===== src/fiap_pkg.sv =====
// Package with register map, field positions, codes and timing for the flash IAP control block.
package fiap_pkg;

  // Register byte offsets on the Avalon-MM slave.
  localparam logic [5:0] FIAP_OFF_OP_CTRL  = 6'h00;
  localparam logic [5:0] FIAP_OFF_AUX_CTRL = 6'h04;
  localparam logic [5:0] FIAP_OFF_DATA0    = 6'h08;
  localparam logic [5:0] FIAP_OFF_IRQ_STAT = 6'h20;
  localparam logic [5:0] FIAP_OFF_IRQ_MASK = 6'h24;
  localparam int         FIAP_DATA_REGS    = 6;

  // Operation control field positions.
  localparam int FIAP_UNLOCKED_BIT  = 7;
  localparam int FIAP_MODE_LSB      = 4;
  localparam int FIAP_TRIGGER_BIT   = 3;
  localparam int FIAP_PROG_BIT      = 2;
  localparam int FIAP_PERMIT_BIT    = 1;
  localparam int FIAP_READ_BIT      = 0;

  // Auxiliary control field positions.
  localparam int FIAP_AUX_R7_BIT    = 7;
  localparam int FIAP_AUX_R4_BIT    = 4;
  localparam int FIAP_AUX_CLEAR_BIT = 0;

  // Operation select codes.
  localparam logic [2:0] FIAP_MODE_WRITE  = 3'h0;
  localparam logic [2:0] FIAP_MODE_ERASE  = 3'h1;
  localparam logic [2:0] FIAP_MODE_READ   = 3'h3;
  localparam logic [2:0] FIAP_MODE_UNLOCK = 3'h6;

  // Key bytes in register order: second to fourth low, then second to fourth high.
  localparam logic [7:0] FIAP_KEY [FIAP_DATA_REGS] = '{8'h00, 8'h0d, 8'hc3, 8'h04, 8'h09, 8'h40};

  // Interrupt status bit positions.
  localparam int FIAP_IRQ_UNLOCK_OK   = 0;
  localparam int FIAP_IRQ_UNLOCK_FAIL = 1;
  localparam int FIAP_IRQ_PROG_DONE   = 2;
  localparam int FIAP_IRQ_READ_DONE   = 3;
  localparam int FIAP_IRQ_CLEAR_DONE  = 4;
  localparam int FIAP_IRQ_W           = 5;

  // Default process lengths in core clock cycles.
  localparam int unsigned FIAP_UNLOCK_CYCLES = 256;
  localparam int unsigned FIAP_PROG_CYCLES   = 64;
  localparam int unsigned FIAP_READ_CYCLES   = 4;
  localparam int unsigned FIAP_CLEAR_CYCLES  = 64;
  localparam int          FIAP_CNT_W         = 20;

  // Launch strobes and mode toward the flash array sequencer.
  typedef struct packed {
    logic       write_go;
    logic       erase_go;
    logic       read_go;
    logic       clear_go;
    logic [2:0] mode;
  } fiap_flash_type;

endpackage : fiap_pkg


===== src/fiap_ctrl.sv =====
// Flash IAP control and data registers with unlock sequencer and process engine.
// Operation
// Unlocked flag set by hardware only; zero disables
// Mode codes: write, erase, read, unlock
// Software unlocks before erase or write
// Trigger starts timer; timer expiry clears trigger
// Software writes key quickly after trigger
// Six key bytes must match to unlock
// Wrong key leaves erase and write disabled
// Program start launches write, cleared when done
// CPU stalled while program or read runs
// Reads run only while read permit set
// Read start launches read, cleared when done
// Software never sets three start bits together
// Buffer clear bit cleared when clear completes
// Aux reserved bits kept zero or read zero
// Data word registers read/write, reset zero
// Parameterised unlock timer, compare while trigger set
module fiap_ctrl
  import fiap_pkg::*;
#(
  parameter int unsigned UNLOCK_CYCLES = FIAP_UNLOCK_CYCLES,
  parameter int unsigned PROG_CYCLES   = FIAP_PROG_CYCLES,
  parameter int unsigned READ_CYCLES   = FIAP_READ_CYCLES,
  parameter int unsigned CLEAR_CYCLES  = FIAP_CLEAR_CYCLES
) (
  // Clock and reset
  input  wire logic           core_clk,
  input  wire logic           nrst,
  // Avalon-MM slave
  input  wire logic [5:0]     avs_address,
  input  wire logic           avs_read,
  input  wire logic           avs_write,
  input  wire logic [31:0]    avs_writedata,
  output logic      [31:0]    avs_readdata,
  output logic                avs_waitrequest,
  // Flash array side
  output fiap_flash_type      flash_cmd,
  output logic                erase_write_unlocked,
  output logic                cpu_stall,
  // Interrupt
  output logic                irq
);

  typedef enum logic [1:0] {ENG_IDLE, ENG_PROG, ENG_READ, ENG_CLEAR} fiap_eng_type;

  fiap_eng_type                eng_ff;
  fiap_eng_type                nxt_eng;
  logic [FIAP_CNT_W-1:0]       eng_cnt_ff;
  logic [FIAP_CNT_W-1:0]       unl_cnt_ff;
  logic [2:0]                  mode_ff;
  logic                        unlocked_ff;
  logic                        trigger_ff;
  logic                        permit_ff;
  logic                        aux_r7_ff;
  logic                        aux_r4_ff;
  logic [7:0]                  data_ff [FIAP_DATA_REGS];
  logic [FIAP_DATA_REGS-1:0]   written_ff;
  logic [FIAP_IRQ_W-1:0]       irq_stat_ff;
  logic [FIAP_IRQ_W-1:0]       irq_mask_ff;
  logic                        rd_done_ff;
  logic [31:0]                 readdata_ff;
  fiap_flash_type              flash_cmd_ff;

  logic                        wr_op;
  logic                        wr_aux;
  logic                        rd_first;
  logic                        rd_stat_done;
  logic                        key_ok;
  logic                        unlock_hit;
  logic                        trig_expire;
  logic                        start_prog;
  logic                        start_read;
  logic                        start_clear;
  logic                        eng_end;
  logic [3:0]                  word_idx;
  logic [7:0]                  op_view;
  logic [7:0]                  aux_view;
  logic [FIAP_IRQ_W-1:0]       irq_events;

  // Decode. Writes finish in the cycle they appear; reads take one extra cycle.
  assign word_idx     = avs_address[5:2];
  assign wr_op        = avs_write && (word_idx == FIAP_OFF_OP_CTRL[5:2]);
  assign wr_aux       = avs_write && (word_idx == FIAP_OFF_AUX_CTRL[5:2]);
  assign rd_first     = avs_read && !rd_done_ff;
  assign rd_stat_done = avs_read && rd_done_ff && (word_idx == FIAP_OFF_IRQ_STAT[5:2]);
  assign avs_waitrequest = rd_first;
  assign avs_readdata    = readdata_ff;

  // The key counts only if every byte was written after the trigger rose.
  always_comb begin
    key_ok = &written_ff;
    for (int i = 0; i < FIAP_DATA_REGS; i++) begin
      if (data_ff[i] != FIAP_KEY[i]) begin
        key_ok = 1'b0;
      end
    end
  end
  assign unlock_hit  = trigger_ff && key_ok;
  assign trig_expire = trigger_ff && (unl_cnt_ff == '0);

  // Start requests; the engine runs one process at a time and drops starts while busy.
  assign start_prog  = wr_op && avs_writedata[FIAP_PROG_BIT] && (eng_ff == ENG_IDLE)
                       && unlocked_ff
                       && (mode_ff == FIAP_MODE_WRITE || mode_ff == FIAP_MODE_ERASE);
  assign start_read  = wr_op && avs_writedata[FIAP_READ_BIT] && (eng_ff == ENG_IDLE)
                       && permit_ff && (mode_ff == FIAP_MODE_READ)
                       && !avs_writedata[FIAP_PROG_BIT];
  assign start_clear = wr_aux && avs_writedata[FIAP_AUX_CLEAR_BIT]
                       && (eng_ff == ENG_IDLE);
  assign eng_end     = (eng_ff != ENG_IDLE) && (eng_cnt_ff == '0);

  always_comb begin
    nxt_eng = eng_ff;
    case (eng_ff)
      ENG_IDLE: begin
        if (start_prog) begin
          nxt_eng = ENG_PROG;
        end else if (start_read) begin
          nxt_eng = ENG_READ;
        end else if (start_clear) begin
          nxt_eng = ENG_CLEAR;
        end
      end
      ENG_PROG, ENG_READ, ENG_CLEAR: begin
        if (eng_end) begin
          nxt_eng = ENG_IDLE;
        end
      end
      default: nxt_eng = ENG_IDLE;
    endcase
  end

  always_ff @(posedge core_clk or negedge nrst) begin
    if (!nrst) begin
      eng_ff <= ENG_IDLE;
    end else begin
      eng_ff <= nxt_eng;
    end
  end

  always_ff @(posedge core_clk or negedge nrst) begin
    if (!nrst) begin
      eng_cnt_ff <= '0;
    end else if (eng_ff == ENG_IDLE) begin
      if (start_prog) begin
        eng_cnt_ff <= FIAP_CNT_W'(PROG_CYCLES - 1);
      end else if (start_read) begin
        eng_cnt_ff <= FIAP_CNT_W'(READ_CYCLES - 1);
      end else if (start_clear) begin
        eng_cnt_ff <= FIAP_CNT_W'(CLEAR_CYCLES - 1);
      end
    end else if (eng_cnt_ff != '0) begin
      eng_cnt_ff <= eng_cnt_ff - 1'b1;
    end
  end

  // Launch strobes are one cycle wide, in the cycle after the start write.
  always_ff @(posedge core_clk or negedge nrst) begin
    if (!nrst) begin
      flash_cmd_ff <= '0;
    end else begin
      flash_cmd_ff.write_go <= start_prog && (mode_ff == FIAP_MODE_WRITE);
      flash_cmd_ff.erase_go <= start_prog && (mode_ff == FIAP_MODE_ERASE);
      flash_cmd_ff.read_go  <= start_read;
      flash_cmd_ff.clear_go <= start_clear;
      flash_cmd_ff.mode     <= (wr_op) ? avs_writedata[FIAP_MODE_LSB +: 3] : mode_ff;
    end
  end
  assign flash_cmd = flash_cmd_ff;
  assign cpu_stall = (eng_ff == ENG_PROG) || (eng_ff == ENG_READ);

  // Operation control storage.
  always_ff @(posedge core_clk or negedge nrst) begin
    if (!nrst) begin
      mode_ff   <= FIAP_MODE_WRITE;
      permit_ff <= 1'b0;
    end else if (wr_op) begin
      mode_ff   <= avs_writedata[FIAP_MODE_LSB +: 3];
      permit_ff <= avs_writedata[FIAP_PERMIT_BIT];
    end
  end

  // Hardware set beats a software clear in the same cycle.
  always_ff @(posedge core_clk or negedge nrst) begin
    if (!nrst) begin
      unlocked_ff <= 1'b0;
    end else if (unlock_hit) begin
      unlocked_ff <= 1'b1;
    end else if (wr_op && !avs_writedata[FIAP_UNLOCKED_BIT]) begin
      unlocked_ff <= 1'b0;
    end
  end
  assign erase_write_unlocked = unlocked_ff;

  // Unlock window. Retriggering while armed is ignored so the window cannot be stretched.
  always_ff @(posedge core_clk or negedge nrst) begin
    if (!nrst) begin
      trigger_ff <= 1'b0;
      unl_cnt_ff <= '0;
    end else if (!trigger_ff) begin
      if (wr_op && avs_writedata[FIAP_TRIGGER_BIT]
          && (avs_writedata[FIAP_MODE_LSB +: 3] == FIAP_MODE_UNLOCK)) begin
        trigger_ff <= 1'b1;
        unl_cnt_ff <= FIAP_CNT_W'(UNLOCK_CYCLES - 1);
      end
    end else if (trig_expire) begin
      trigger_ff <= 1'b0;
    end else begin
      unl_cnt_ff <= unl_cnt_ff - 1'b1;
    end
  end

  // Data word registers; writes inside the window mark each key byte as seen.
  always_ff @(posedge core_clk or negedge nrst) begin
    if (!nrst) begin
      for (int i = 0; i < FIAP_DATA_REGS; i++) begin
        data_ff[i] <= 8'h00;
      end
    end else begin
      for (int i = 0; i < FIAP_DATA_REGS; i++) begin
        if (avs_write && (word_idx == FIAP_OFF_DATA0[5:2] + 4'(i))) begin
          data_ff[i] <= avs_writedata[7:0];
        end
      end
    end
  end

  always_ff @(posedge core_clk or negedge nrst) begin
    if (!nrst) begin
      written_ff <= '0;
    end else if (!trigger_ff) begin
      written_ff <= '0;
    end else begin
      for (int i = 0; i < FIAP_DATA_REGS; i++) begin
        if (avs_write && (word_idx == FIAP_OFF_DATA0[5:2] + 4'(i))) begin
          written_ff[i] <= 1'b1;
        end
      end
    end
  end

  // Auxiliary control: bits 7 and 4 are plain storage, bit 0 reads the clear engine busy, the rest read zero.
  always_ff @(posedge core_clk or negedge nrst) begin
    if (!nrst) begin
      aux_r7_ff <= 1'b0;
      aux_r4_ff <= 1'b0;
    end else if (wr_aux) begin
      aux_r7_ff <= avs_writedata[FIAP_AUX_R7_BIT];
      aux_r4_ff <= avs_writedata[FIAP_AUX_R4_BIT];
    end
  end

  // Start bits read back from the engine, so they fall when each process ends.
  assign op_view  = {unlocked_ff, mode_ff, trigger_ff, eng_ff == ENG_PROG,
                     permit_ff, eng_ff == ENG_READ};
  assign aux_view = {aux_r7_ff, 1'b0, 1'b0, aux_r4_ff, 3'h0, eng_ff == ENG_CLEAR};

  // Interrupts: a failed window is one that expires while the flag is clear and no key matches.
  always_comb begin
    irq_events = '0;
    irq_events[FIAP_IRQ_UNLOCK_OK]   = unlock_hit && !unlocked_ff;
    irq_events[FIAP_IRQ_UNLOCK_FAIL] = trig_expire && !unlocked_ff && !unlock_hit;
    irq_events[FIAP_IRQ_PROG_DONE]   = eng_end && (eng_ff == ENG_PROG);
    irq_events[FIAP_IRQ_READ_DONE]   = eng_end && (eng_ff == ENG_READ);
    irq_events[FIAP_IRQ_CLEAR_DONE]  = eng_end && (eng_ff == ENG_CLEAR);
  end

  always_ff @(posedge core_clk or negedge nrst) begin
    if (!nrst) begin
      irq_stat_ff <= '0;
    end else if (rd_stat_done) begin
      irq_stat_ff <= irq_events;
    end else begin
      irq_stat_ff <= irq_stat_ff | irq_events;
    end
  end

  always_ff @(posedge core_clk or negedge nrst) begin
    if (!nrst) begin
      irq_mask_ff <= '0;
    end else if (avs_write && (word_idx == FIAP_OFF_IRQ_MASK[5:2])) begin
      irq_mask_ff <= avs_writedata[FIAP_IRQ_W-1:0];
    end
  end
  assign irq = |(irq_stat_ff & irq_mask_ff);

  // Read path. Unmapped words read zero and ignore writes.
  always_ff @(posedge core_clk or negedge nrst) begin
    if (!nrst) begin
      rd_done_ff  <= 1'b0;
      readdata_ff <= '0;
    end else begin
      rd_done_ff <= rd_first;
      if (rd_first) begin
        readdata_ff <= '0;
        if (word_idx == FIAP_OFF_OP_CTRL[5:2]) begin
          readdata_ff[7:0] <= op_view;
        end else if (word_idx == FIAP_OFF_AUX_CTRL[5:2]) begin
          readdata_ff[7:0] <= aux_view;
        end else if (word_idx == FIAP_OFF_IRQ_STAT[5:2]) begin
          readdata_ff[FIAP_IRQ_W-1:0] <= irq_stat_ff;
        end else if (word_idx == FIAP_OFF_IRQ_MASK[5:2]) begin
          readdata_ff[FIAP_IRQ_W-1:0] <= irq_mask_ff;
        end else begin
          for (int i = 0; i < FIAP_DATA_REGS; i++) begin
            if (word_idx == FIAP_OFF_DATA0[5:2] + 4'(i)) begin
              readdata_ff[7:0] <= data_ff[i];
            end
          end
        end
      end
    end
  end
endmodule : fiap_ctrl


===== config.mk =====
export PLATFORM = sky130hd
export DESIGN_NAME = fiap_ctrl
export DESIGN_NICKNAME = d
export VERILOG_FILES = /design/src/fiap_pkg.sv /design/src/fiap_ctrl.sv
export SDC_FILE = /design/constraint.sdc
export NUM_CORES = 1
export LEC_CHECK = 0
export ABC_AREA = 1
export BUFFER_PORTS_ARGS = -buffer_cell sky130_fd_sc_hd__buf_4
export CAP_MARGIN = 25
export CORE_ASPECT_RATIO = 0.7
export CORE_MARGIN = 8
export CORE_UTILIZATION = 53
export CTS_BUF_LIST = sky130_fd_sc_hd__clkbuf_4 sky130_fd_sc_hd__clkbuf_8 sky130_fd_sc_hd__clkbuf_16
export DETAILED_ROUTE_END_ITERATION = 8
export PLACE_DENSITY = 0.83
export SKIP_LAST_GASP = 1
export SLEW_MARGIN = 5
export SYNTH_ARGS = -nofsm -noshare
export SYNTH_HDL_FRONTEND = slang
export SYNTH_SLANG_ARGS = --single-unit

===== constraint.sdc =====
create_clock -name core_clk -period 1.9 [get_ports core_clk]
set_input_delay 0.19 -clock core_clk [delete_from_list [all_inputs] [get_ports core_clk]]
set_output_delay 0.19 -clock core_clk [all_outputs]
set_load 0.05 [all_outputs]

==> results of run 1 <==
flip-flops by register name, indices dropped and copies added, names as in the netlist:
name / count
trigger_ff: 1
permit_ff: 1
eng_cnt_ff: 20
rd_done_ff: 1
aux_r4_ff: 1
data_ff: 48
written_ff: 6
mode_ff: 3
irq_mask_ff: 5
eng_ff: 2
irq_stat_ff: 5
unl_cnt_ff: 20
flash_cmd: 4
aux_r7_ff: 1
erase_write_unlocked: 1
avs_readdata: 8
power by group through the flow:
stage | Sequential, uW | Combinational, uW | Clock [uW]
2_1_floorplan | 3790 | 2130 | 0
6_report | 3760 | 3230 | 3200
4_1_cts | 3730 | 3110 | 3220
5_1_grt | 3810 | 3590 | 3350
3_5_place_dp | 3760 | 3050 | 0
3_3_place_gp | 3750 | 2970 | 0
repair_timing:
action	CTS	global route
hold endpoints to repair	26	0
resized for setup	1	10
endpoints found under the setup margin	10	36
buffers inserted	0	5
hold buffers	1	0
pin swaps	1	3
worst min path at each step:
stage / start / end / slack (ps) / depth (start not counted)
after floorplan: nrst / aux_r4_ff$_DFFE_PN0P_ / -110 / 0
after global placement: nrst / irq_mask_ff[3]$_DFFE_PN0P_ / 140 / 1
after detailed placement: nrst / irq_mask_ff[2]$_DFFE_PN0P_ / 140 / 1
after CTS: avs_writedata[7] / erase_write_unlocked$_DFFE_PN0P_ / 50 / 3
after global routing: avs_writedata[7] / erase_write_unlocked$_DFFE_PN0P_ / 60 / 3
final: avs_writedata[7] / erase_write_unlocked$_DFFE_PN0P_ / 60 / 3
cell usage after synthesis, types with 2 or more instances:
| cell | instances | area [um^2] |
|---|---|---|
| a21oi_1 | 26 | 130 |
| a21oi_2 | 2 | 17.5 |
| a31o_2 | 2 | 17.5 |
| buf_2 | 6 | 30.0 |
| buf_4 | 26 | 195 |
| buf_6 | 5 | 56.3 |
| clkbuf_1 | 7 | 26.3 |
| dfrtp_1 | 127 | 3180 |
| ha_1 | 7 | 87.6 |
| inv_1 | 67 | 251 |
| inv_2 | 4 | 15.0 |
| nand2_1 | 266 | 998 |
| nand2_2 | 3 | 18.8 |
| nand3_1 | 47 | 235 |
| nand3_2 | 2 | 20.0 |
| nand3b_1 | 2 | 15.0 |
| nand4_1 | 16 | 100 |
| nor2_1 | 108 | 405 |
| nor2_2 | 7 | 43.8 |
| nor2_4 | 4 | 45.0 |
| nor3_1 | 15 | 75.1 |
| nor3b_1 | 2 | 15.0 |
| nor4_1 | 8 | 50.1 |
| o21ai_0 | 84 | 420 |
| o21ai_1 | 16 | 80.1 |
| o21ai_2 | 6 | 52.6 |
| or2_2 | 7 | 43.8 |
| xnor2_1 | 3 | 26.3 |
| xor2_1 | 18 | 158 |
cells by family after synthesis:
family	count (synthesis)	synth area share
adder cells (fa/ha/maj)	7	0.0127
XOR/XNOR	21	0.0267
flip-flops	127	0.462
other	1	0.000545
buffers and inverters	116	0.0840
AO/OA/AOI/OAI	141	0.110
AND/OR/NAND/NOR	489	0.304
layout make-up:
type                       instances  area [um^2]  share of cell area
sequential                       127         3180               0.393
timing repair buffer              78          617              0.0763
tap                              162          203              0.0251
clock inverter                    15          149              0.0184
multi-input combinational        682         3240               0.400
inverter                          72          273              0.0338
clock buffer                      17          425              0.0526
per-layer routing:
metal / global-route usage / vias up / routed length [um] / share of wire
li1: - / 3025 / - / -
met1: 0.314 / 2977 / 8330 / 0.45
met2: 0.328 / 296 / 8110 / 0.44
met3: 0.0627 / 20 / 1870 / 0.10
met4: 0.0557 / 0 / 193 / 0.010
met5: 0 / - / 0 / 0
through the flow:
| step | utilization | area (um^2) | total power (uW) | hold WS [ps] | setup TNS [ps] |
|---|---|---|---|---|---|
| finish | 0.644 | 8080 | 10200 | 58.3 | 0 |
| global route | 0.644 | 8080 | 10800 | 58.8 | -169 |
| CTS | 0.639 | 8010 | 10100 | 50.2 | 0 |
| detailed placement | 0.592 | 7430 | 6820 | 142 | -7.70 |
| global placement | 0.592 | 7430 | 6720 | 141 | 0 |
| floorplan | - | 6970 | 5920 | -106 | 0 |
tightest hold or removal path: stages:
cell     delay (ps)
buf_4            90
o21ai_0          90
nand2_1          70
==> flow_summary.ini, run 1 <==
[routing]
dr.pass1.iters = 6
routedWlPerCell_um = 16.0
via_per_inst = 5.48
antenna_left = 0
first_iter_violations = 682
num_vias = 6318
drc_errors = 0
drt-total-wl_um = 18500

[place]
placed_cells = 1115
gp_congestion = 0.937
hpwl_um = 13300
port_buffers = 34
dp_slack_ps = -7.70

[pwr]
p_seq_frac = 0.369
intPower_uw = 6200
p_leak_uw = 0.00403
swShare = 0.391
ir_worst_vdd_uv = 768
power.switching_uw = 3980
powerDensity_nw_per_um2 = 1260
power.share.clock = 0.314
comb_power_share = 0.317

[finish]
syn2layout_area_growth_pct = 17.4
layout-drive-gt1-share = 0.157
final_cell_mix = 266 x nand2_1, 127 x dfrtp_1, 104 x nor2_1, 84 x o21ai_0, 74 x buf_4
final_common_cell = nand2_1
final_nets = 1027
antenna_cells = 0
num-fill-cells = 1042
final_cells = 1153

[worst_setup_path]
critical_path.startpoint = eng_cnt_ff[0]$_DFFE_PN0P_
end_kind = register
path_buf_inv = 1
r2r_slack_ps = 80
cp.arrival_ps = 2110
timing.critical_path.mode_cell = o21ai_0
startpoint_type = register
crit_cells = 9
cp_top_family = simple AND/OR/NAND/NOR gates
cp.required_ps = 2190
cp_max_fo = 5
ff2ff_path_depth = 9
crit_type = reg2reg
r2r_end = eng_ff[1]$_DFFE_PN0P_
crit_path_cell_trace = inv_1 -> ha_2 -> nand3_1 -> nor2_2 -> nand4_1 -> nor2_1 -> o21ai_0 -> nand2_1 -> o21ai_0
reg2reg_from = eng_cnt_ff[0]$_DFFE_PN0P_
crit_end = eng_ff[1]$_DFFE_PN0P_
cp_slowest_stage_delay_ps = 420
crit_slowest_cell = dfrtp_1

[global_routing]
grt_use_total = 0.222
overflow = 0
grt_pass1_wl_um = 30300
antenna_found_initial = 0
grt_pass1_vias = 5925
grt_max_degree = 59

[floorplan]
initial_utilization = 0.548
die-area_um2 = 16900
core_area_um2 = 12500
io_pins = 85
fp.dieH_um = 111
die_w_um = 152
std_cell_rows = 34

[sta]
finalSetupViolCount = 0
max_freq_mhz = 549
hold_violations = 0
relSlewSlack = 0.647
clock_skew_ps = 6.48
setup_slack_ps = 78.4
final-max-slew-violation-count = 0
post-route-min-period_ps = 1820
tightest_slew_ps = 524
post-route-period-util = 0.959

[synthesis]
synthCells = 902
ys_types = 38
async_flop_share = 1.00
yosys_warnings = 0
ys.flop_type = dfrtp_1
postSynthAreaPerCell_um2 = 7.63
synth_edf_count = 0
syn-cell-area_um2 = 6880
synth_seq_cells = 127
yosysSeqAreaShare = 0.462

[clock_tree]
cts_max_path_buffers = 2
insertion_delay_ps = 420
cts_tree = built
cts_root_buf = clkbuf_16
cts.reportedPaths.clkPinSlew_ps = 60
cts.sink_count = 127
cts_buffers = 17
htree_levels = 4

[status]
status = completed

[flow_run]
cap_violations = 0

[min_path]
hp-class = in2reg
Note: power is estimated with default switching activity, not from simulation.
==> inputs of run 2 (changes only) <==
--- a/config.mk
+++ b/config.mk
@@ -13,7 +13,7 @@
 export CORE_UTILIZATION = 53
 export CTS_BUF_LIST = sky130_fd_sc_hd__clkbuf_4 sky130_fd_sc_hd__clkbuf_8 sky130_fd_sc_hd__clkbuf_16
 export DETAILED_ROUTE_END_ITERATION = 8
-export PLACE_DENSITY = 0.83
+export PLACE_DENSITY = 0.8
 export SKIP_LAST_GASP = 1
 export SLEW_MARGIN = 5
 export SYNTH_ARGS = -nofsm -noshare
==> flow_summary.ini, run 2 (same netlist as run 1, synthesis figures left out) <==
[status]
status = completed

[floorplan]
initial_utilization = 0.548
fp.dieH_um = 111
die-area_um2 = 16900
die_w_um = 152
std_cell_rows = 34
io_pins = 85
core_area_um2 = 12500

[worst_setup_path]
ff2ff_path_depth = 10
crit_path_cell_trace = inv_1 -> ha_1 -> buf_4 -> nand3_1 -> nor2_2 -> nand4_1 -> nor2_2 -> o21ai_0 -> nand2_1 -> o21ai_0
startpoint_type = register
cp.arrival_ps = 2110
r2r_slack_ps = 90
crit_type = reg2reg
cp_max_fo = 3
cp_slowest_stage_delay_ps = 370
r2r_end = eng_ff[1]$_DFFE_PN0P_
cp.required_ps = 2200
reg2reg_from = eng_cnt_ff[0]$_DFFE_PN0P_
end_kind = register
crit_slowest_cell = dfrtp_1
critical_path.startpoint = eng_cnt_ff[0]$_DFFE_PN0P_

[global_routing]
grt_max_degree = 48
grt_use_total = 0.226
grt_pass1_wl_um = 30800
antenna_found_initial = 0
grt_pass1_vias = 5976
overflow = 0

[clock_tree]
cts_max_path_buffers = 2
cts_buffers = 17
insertion_delay_ps = 420
cts_root_buf = clkbuf_16
cts_tree = built
cts.sink_count = 127
cts.reportedPaths.clkPinSlew_ps = 60
htree_levels = 4

[min_path]
hold_path_end = erase_write_unlocked$_DFFE_PN0P_
hp-class = in2reg
hp-start = avs_writedata[7]
hold_depth = 3

[finish]
largest_register_ffs = 48
largest-register = data_ff
final_cells = 1162
final_common_cell = nand2_1
reg.largest.list = data_ff (48), eng_cnt_ff (20), unl_cnt_ff (20)
layout-drive-gt1-share = 0.166
syn2layout_area_growth_pct = 19.0
design_area_um2 = 8190
final_nets = 1036
final_cell_mix = 266 x nand2_1, 127 x dfrtp_1, 102 x nor2_1, 84 x o21ai_0, 82 x buf_4
antenna_cells = 0
final_util = 0.652

[pwr]
powerDensity_nw_per_um2 = 1270
finalPower_uw = 10400
p_leak_uw = 0.00409
ir_worst_vdd_uv = 834

[place]
placed_cells = 1125
hpwl_um = 13700
place_area_um2 = 7510
port_buffers = 34
gp_congestion = 0.940

[routing]
routedWlPerCell_um = 16.2
antenna_left = 0
drt-total-wl_um = 18900
first_iter_violations = 713
via_per_inst = 5.50
num_vias = 6393
dr.pass1.iters = 6
drc_errors = 0

[sta]
finalSetupViolCount = 0
tightest_slew_ps = 511
clock_skew_ps = 9.49
whs_ps = 40.9
post-route-min-period_ps = 1810
post-route-period-util = 0.952
relSlewSlack = 0.658
max_freq_mhz = 553
hold_violations = 0
final-max-slew-violation-count = 0

[flow_run]
cap_violations = 0
==> run 2: worst max-delay path: cells and delay by family (launching register included) <==
kind / cells / cell delay (ps)
and+or+nand+nor: 5 / 680
DFF: 1 / 370
AOI/OAI and AO/OA: 2 / 220
buffers and inverters: 2 / 230
adders and majority gates: 1 / 200
==> run 2: area by class of cell <==
cell class | instances | area [um^2]
Clock buffer | 18 | 433
Clock inverter | 14 | 158
Fill cell | 1047 | 4360
Inverter | 72 | 270
Multi-Input combinational cell | 682 | 3250
Sequential cell | 127 | 3180
Tap cell | 162 | 203
Timing Repair Buffer | 87 | 697
==> run 2: metrics by stage <==
| stage | setup TNS [ps] | setup WS [ps] |
|---|---|---|
| floorplan | 0 | 146 |
| global placement | 0 | 98.9 |
| detailed placement | 0 | 84.9 |
| CTS | 0 | 30.2 |
| global route | -2.78 | -2.78 |
| finish | 0 | 91.9 |
==> run 2: power by group <==
part           total [uW]  switching, uW  leakage (uW)  internal (uW)
Clock                3260           1290      0.000282           1970
Sequential           3710            476       0.00158           3230
Combinational        3420           2190       0.00224           1220
Total               10400           3960       0.00409           6430
==> run 2: how the worst max path moves through the flow <==
stage	depth (start not counted)	slack, ps	end
2_1_floorplan	11	150	unl_cnt_ff[14]$_DFFE_PN0P_
3_5_place_dp	10	80	eng_cnt_ff[19]$_DFFE_PN0P_
5_1_grt	10	-3	eng_cnt_ff[15]$_DFFE_PN0P_
3_3_place_gp	10	100	unl_cnt_ff[18]$_DFFE_PN0P_
6_report	10	90	eng_ff[1]$_DFFE_PN0P_
4_1_cts	8	30	eng_cnt_ff[1]$_DFFE_PN0P_
==> run 2: timing repair <==
item,CTS,global route
endpoints found under the setup margin,0,40
resized for setup,0,12
endpoints found under the hold margin,28,0
setup buffers,0,4
hold buffers,1,0
==> run 2: metal layers <==
layer	up-vias	global-route usage	part of all wire
met5	-	0	0
met4	0	0.0610	0.013
met3	29	0.0611	0.10
met2	298	0.324	0.43
met1	3014	0.328	0.46
li1	3052	-	-
==> inputs of run 3 (changes only) <==
--- a/config.mk
+++ b/config.mk
@@ -14,6 +14,7 @@
 export CTS_BUF_LIST = sky130_fd_sc_hd__clkbuf_4 sky130_fd_sc_hd__clkbuf_8 sky130_fd_sc_hd__clkbuf_16
 export DETAILED_ROUTE_END_ITERATION = 8
 export PLACE_DENSITY = 0.8
+export REMOVE_ABC_BUFFERS = 1
 export SKIP_LAST_GASP = 1
 export SLEW_MARGIN = 5
 export SYNTH_ARGS = -nofsm -noshare
==> flow_summary.ini, run 3 (same netlist as run 1, synthesis figures left out) <==
[global_routing]
overflow = 0
grt_pass1_vias = 5918
antenna_found_initial = 0
grt_use_total = 0.215
grt_max_degree = 41
grt_pass1_wl_um = 30000

[place]
placed_cells = 1117
dp_slack_ps = 16.6
port_buffers = 34
gp_congestion = 0.972
hpwl_um = 12600

[pwr]
powerDensity_nw_per_um2 = 1270
p_leak_uw = 0.00409
ir_worst_vdd_uv = 694

[worst_setup_path]
cp_slowest_stage_delay_ps = 380
cp_top_family = simple AND/OR/NAND/NOR gates
end_kind = register
crit_type = reg2reg
cp.required_ps = 2190
cp.arrival_ps = 2080
crit_path_cell_trace = inv_1 -> ha_4 -> nand4_1 -> nor3_4 -> nor2_2 -> nand2_2 -> nand2_8 -> buf_12 -> nand2_1 -> o21ai_0
cp_max_fo = 16
startpoint_type = register
path_buf_inv = 2
crit_slowest_cell = dfrtp_1

[sta]
post-route-period-util = 0.942
rsz0062_at_grt = no
whs_ps = 39.8
tightest_slew_ps = 566
fin_setup_tns_ps = 0
hold_violations = 0
max_freq_mhz = 558
setup_slack_ps = 109
post-route-min-period_ps = 1790
final-max-slew-violation-count = 0
clock_skew_ps = 7.26
relSlewSlack = 0.623
finalSetupViolCount = 0

[min_path]
hp-class = in2reg

[routing]
first_iter_violations = 616
drc_errors = 0
drt-total-wl_um = 17800
num_vias = 6191
dr.pass1.iters = 6
via_per_inst = 5.38
antenna_left = 0
routedWlPerCell_um = 15.5

[clock_tree]
cts.reportedPaths.clkPinSlew_ps = 60
cts.sink_count = 127
htree_levels = 4
cts_tree = built
cts_max_path_buffers = 2
cts_root_buf = clkbuf_16
insertion_delay_ps = 410
cts_buffers = 17

[flow_run]
cap_violations = 0

[finish]
reg.largest.list = data_ff (48), eng_cnt_ff (20), unl_cnt_ff (20)
final_common_cell = nand2_1
layout-drive-gt1-share = 0.165
largest_register_ffs = 48
syn2layout_area_growth_pct = 19.6
final_nets = 1025
largest-register = data_ff
final_cells = 1151
antenna_cells = 0
final_cell_mix = 265 x nand2_1, 127 x dfrtp_1, 98 x nor2_1, 84 x o21ai_0, 69 x buf_4

[floorplan]
io_pins = 85
initial_utilization = 0.548
core_area_um2 = 12500
die_w_um = 152
std_cell_rows = 34
fp.dieH_um = 111
die-area_um2 = 16900

[status]
status = completed
## run 3: timing repair
item	CTS	global route
hold endpoints to repair	37	0
endpoints found under the setup margin	2	41
pin swaps	0	2
setup buffers	0	1
hold buffers	1	0
resized for setup	1	20
## run 3: through the flow
stage / util / cell area, um^2 / power [uW]
finish: 0.656 / 8230 / 10500
detailed placement: 0.597 / 7490 / 6800
global placement: 0.597 / 7490 / 6720
floorplan: - / 6660 / 5810
CTS: 0.649 / 8150 / 10400
global route: 0.656 / 8230 / 11100
## run 3: worst paths after layout
path | start | endpoint | slack [ps] | cells past startpoint
worst max-delay path | eng_ff[0]$_DFFE_PN0P_ | eng_cnt_ff[3]$_DFFE_PN0P_ | 110 | 10
worst min-delay path | avs_writedata[7] | erase_write_unlocked$_DFFE_PN0P_ | 40 | 3
worst max register to register | eng_ff[0]$_DFFE_PN0P_ | eng_cnt_ff[3]$_DFFE_PN0P_ | 110 | 10
worst min register to register | avs_readdata[0]$_DFFE_PN0P_ | avs_readdata[0]$_DFFE_PN0P_ | 480 | 2
max in group asynchronous | nrst | unl_cnt_ff[0]$_DFFE_PN0P_ | 1010 | 3
min in group asynchronous | nrst | data_ff[35]$_DFFE_PN0P_ | 320 | 2
## run 3: routing by layer
metal,global-route usage,part of all wire,vias to the layer above
met3,0.0448,0.069,31
met1,0.295,0.46,2928
met4,0.0750,0.021,0
met2,0.333,0.45,211
li1,-,-,3021
met5,0,0,-
## run 3: area by class of cell
class	count	area, um^2
fill	1058	4320
multi-input combinational	682	3280
inverter	72	270
clock inverter	10	156
tap	162	203
timing repair buffer	76	648
clock buffer	22	488
sequential	127	3180
## run 3: where the power goes
part	internal [uW]	leakage [uW]	switching (uW)
sequential	3240	0.00158	509
clock	2350	0.000320	1190
combinational	1130	0.00219	2050
total	6710	0.00409	3750
## run 3: worst register-to-register path, delay by kind of cell (launching register included)
family	cells	cell delay, ps
and+or+nand+nor	6	750
DFF	1	380
buffers and inverters	2	300
adders and majority gates	1	170
AOI/OAI and AO/OA	1	70
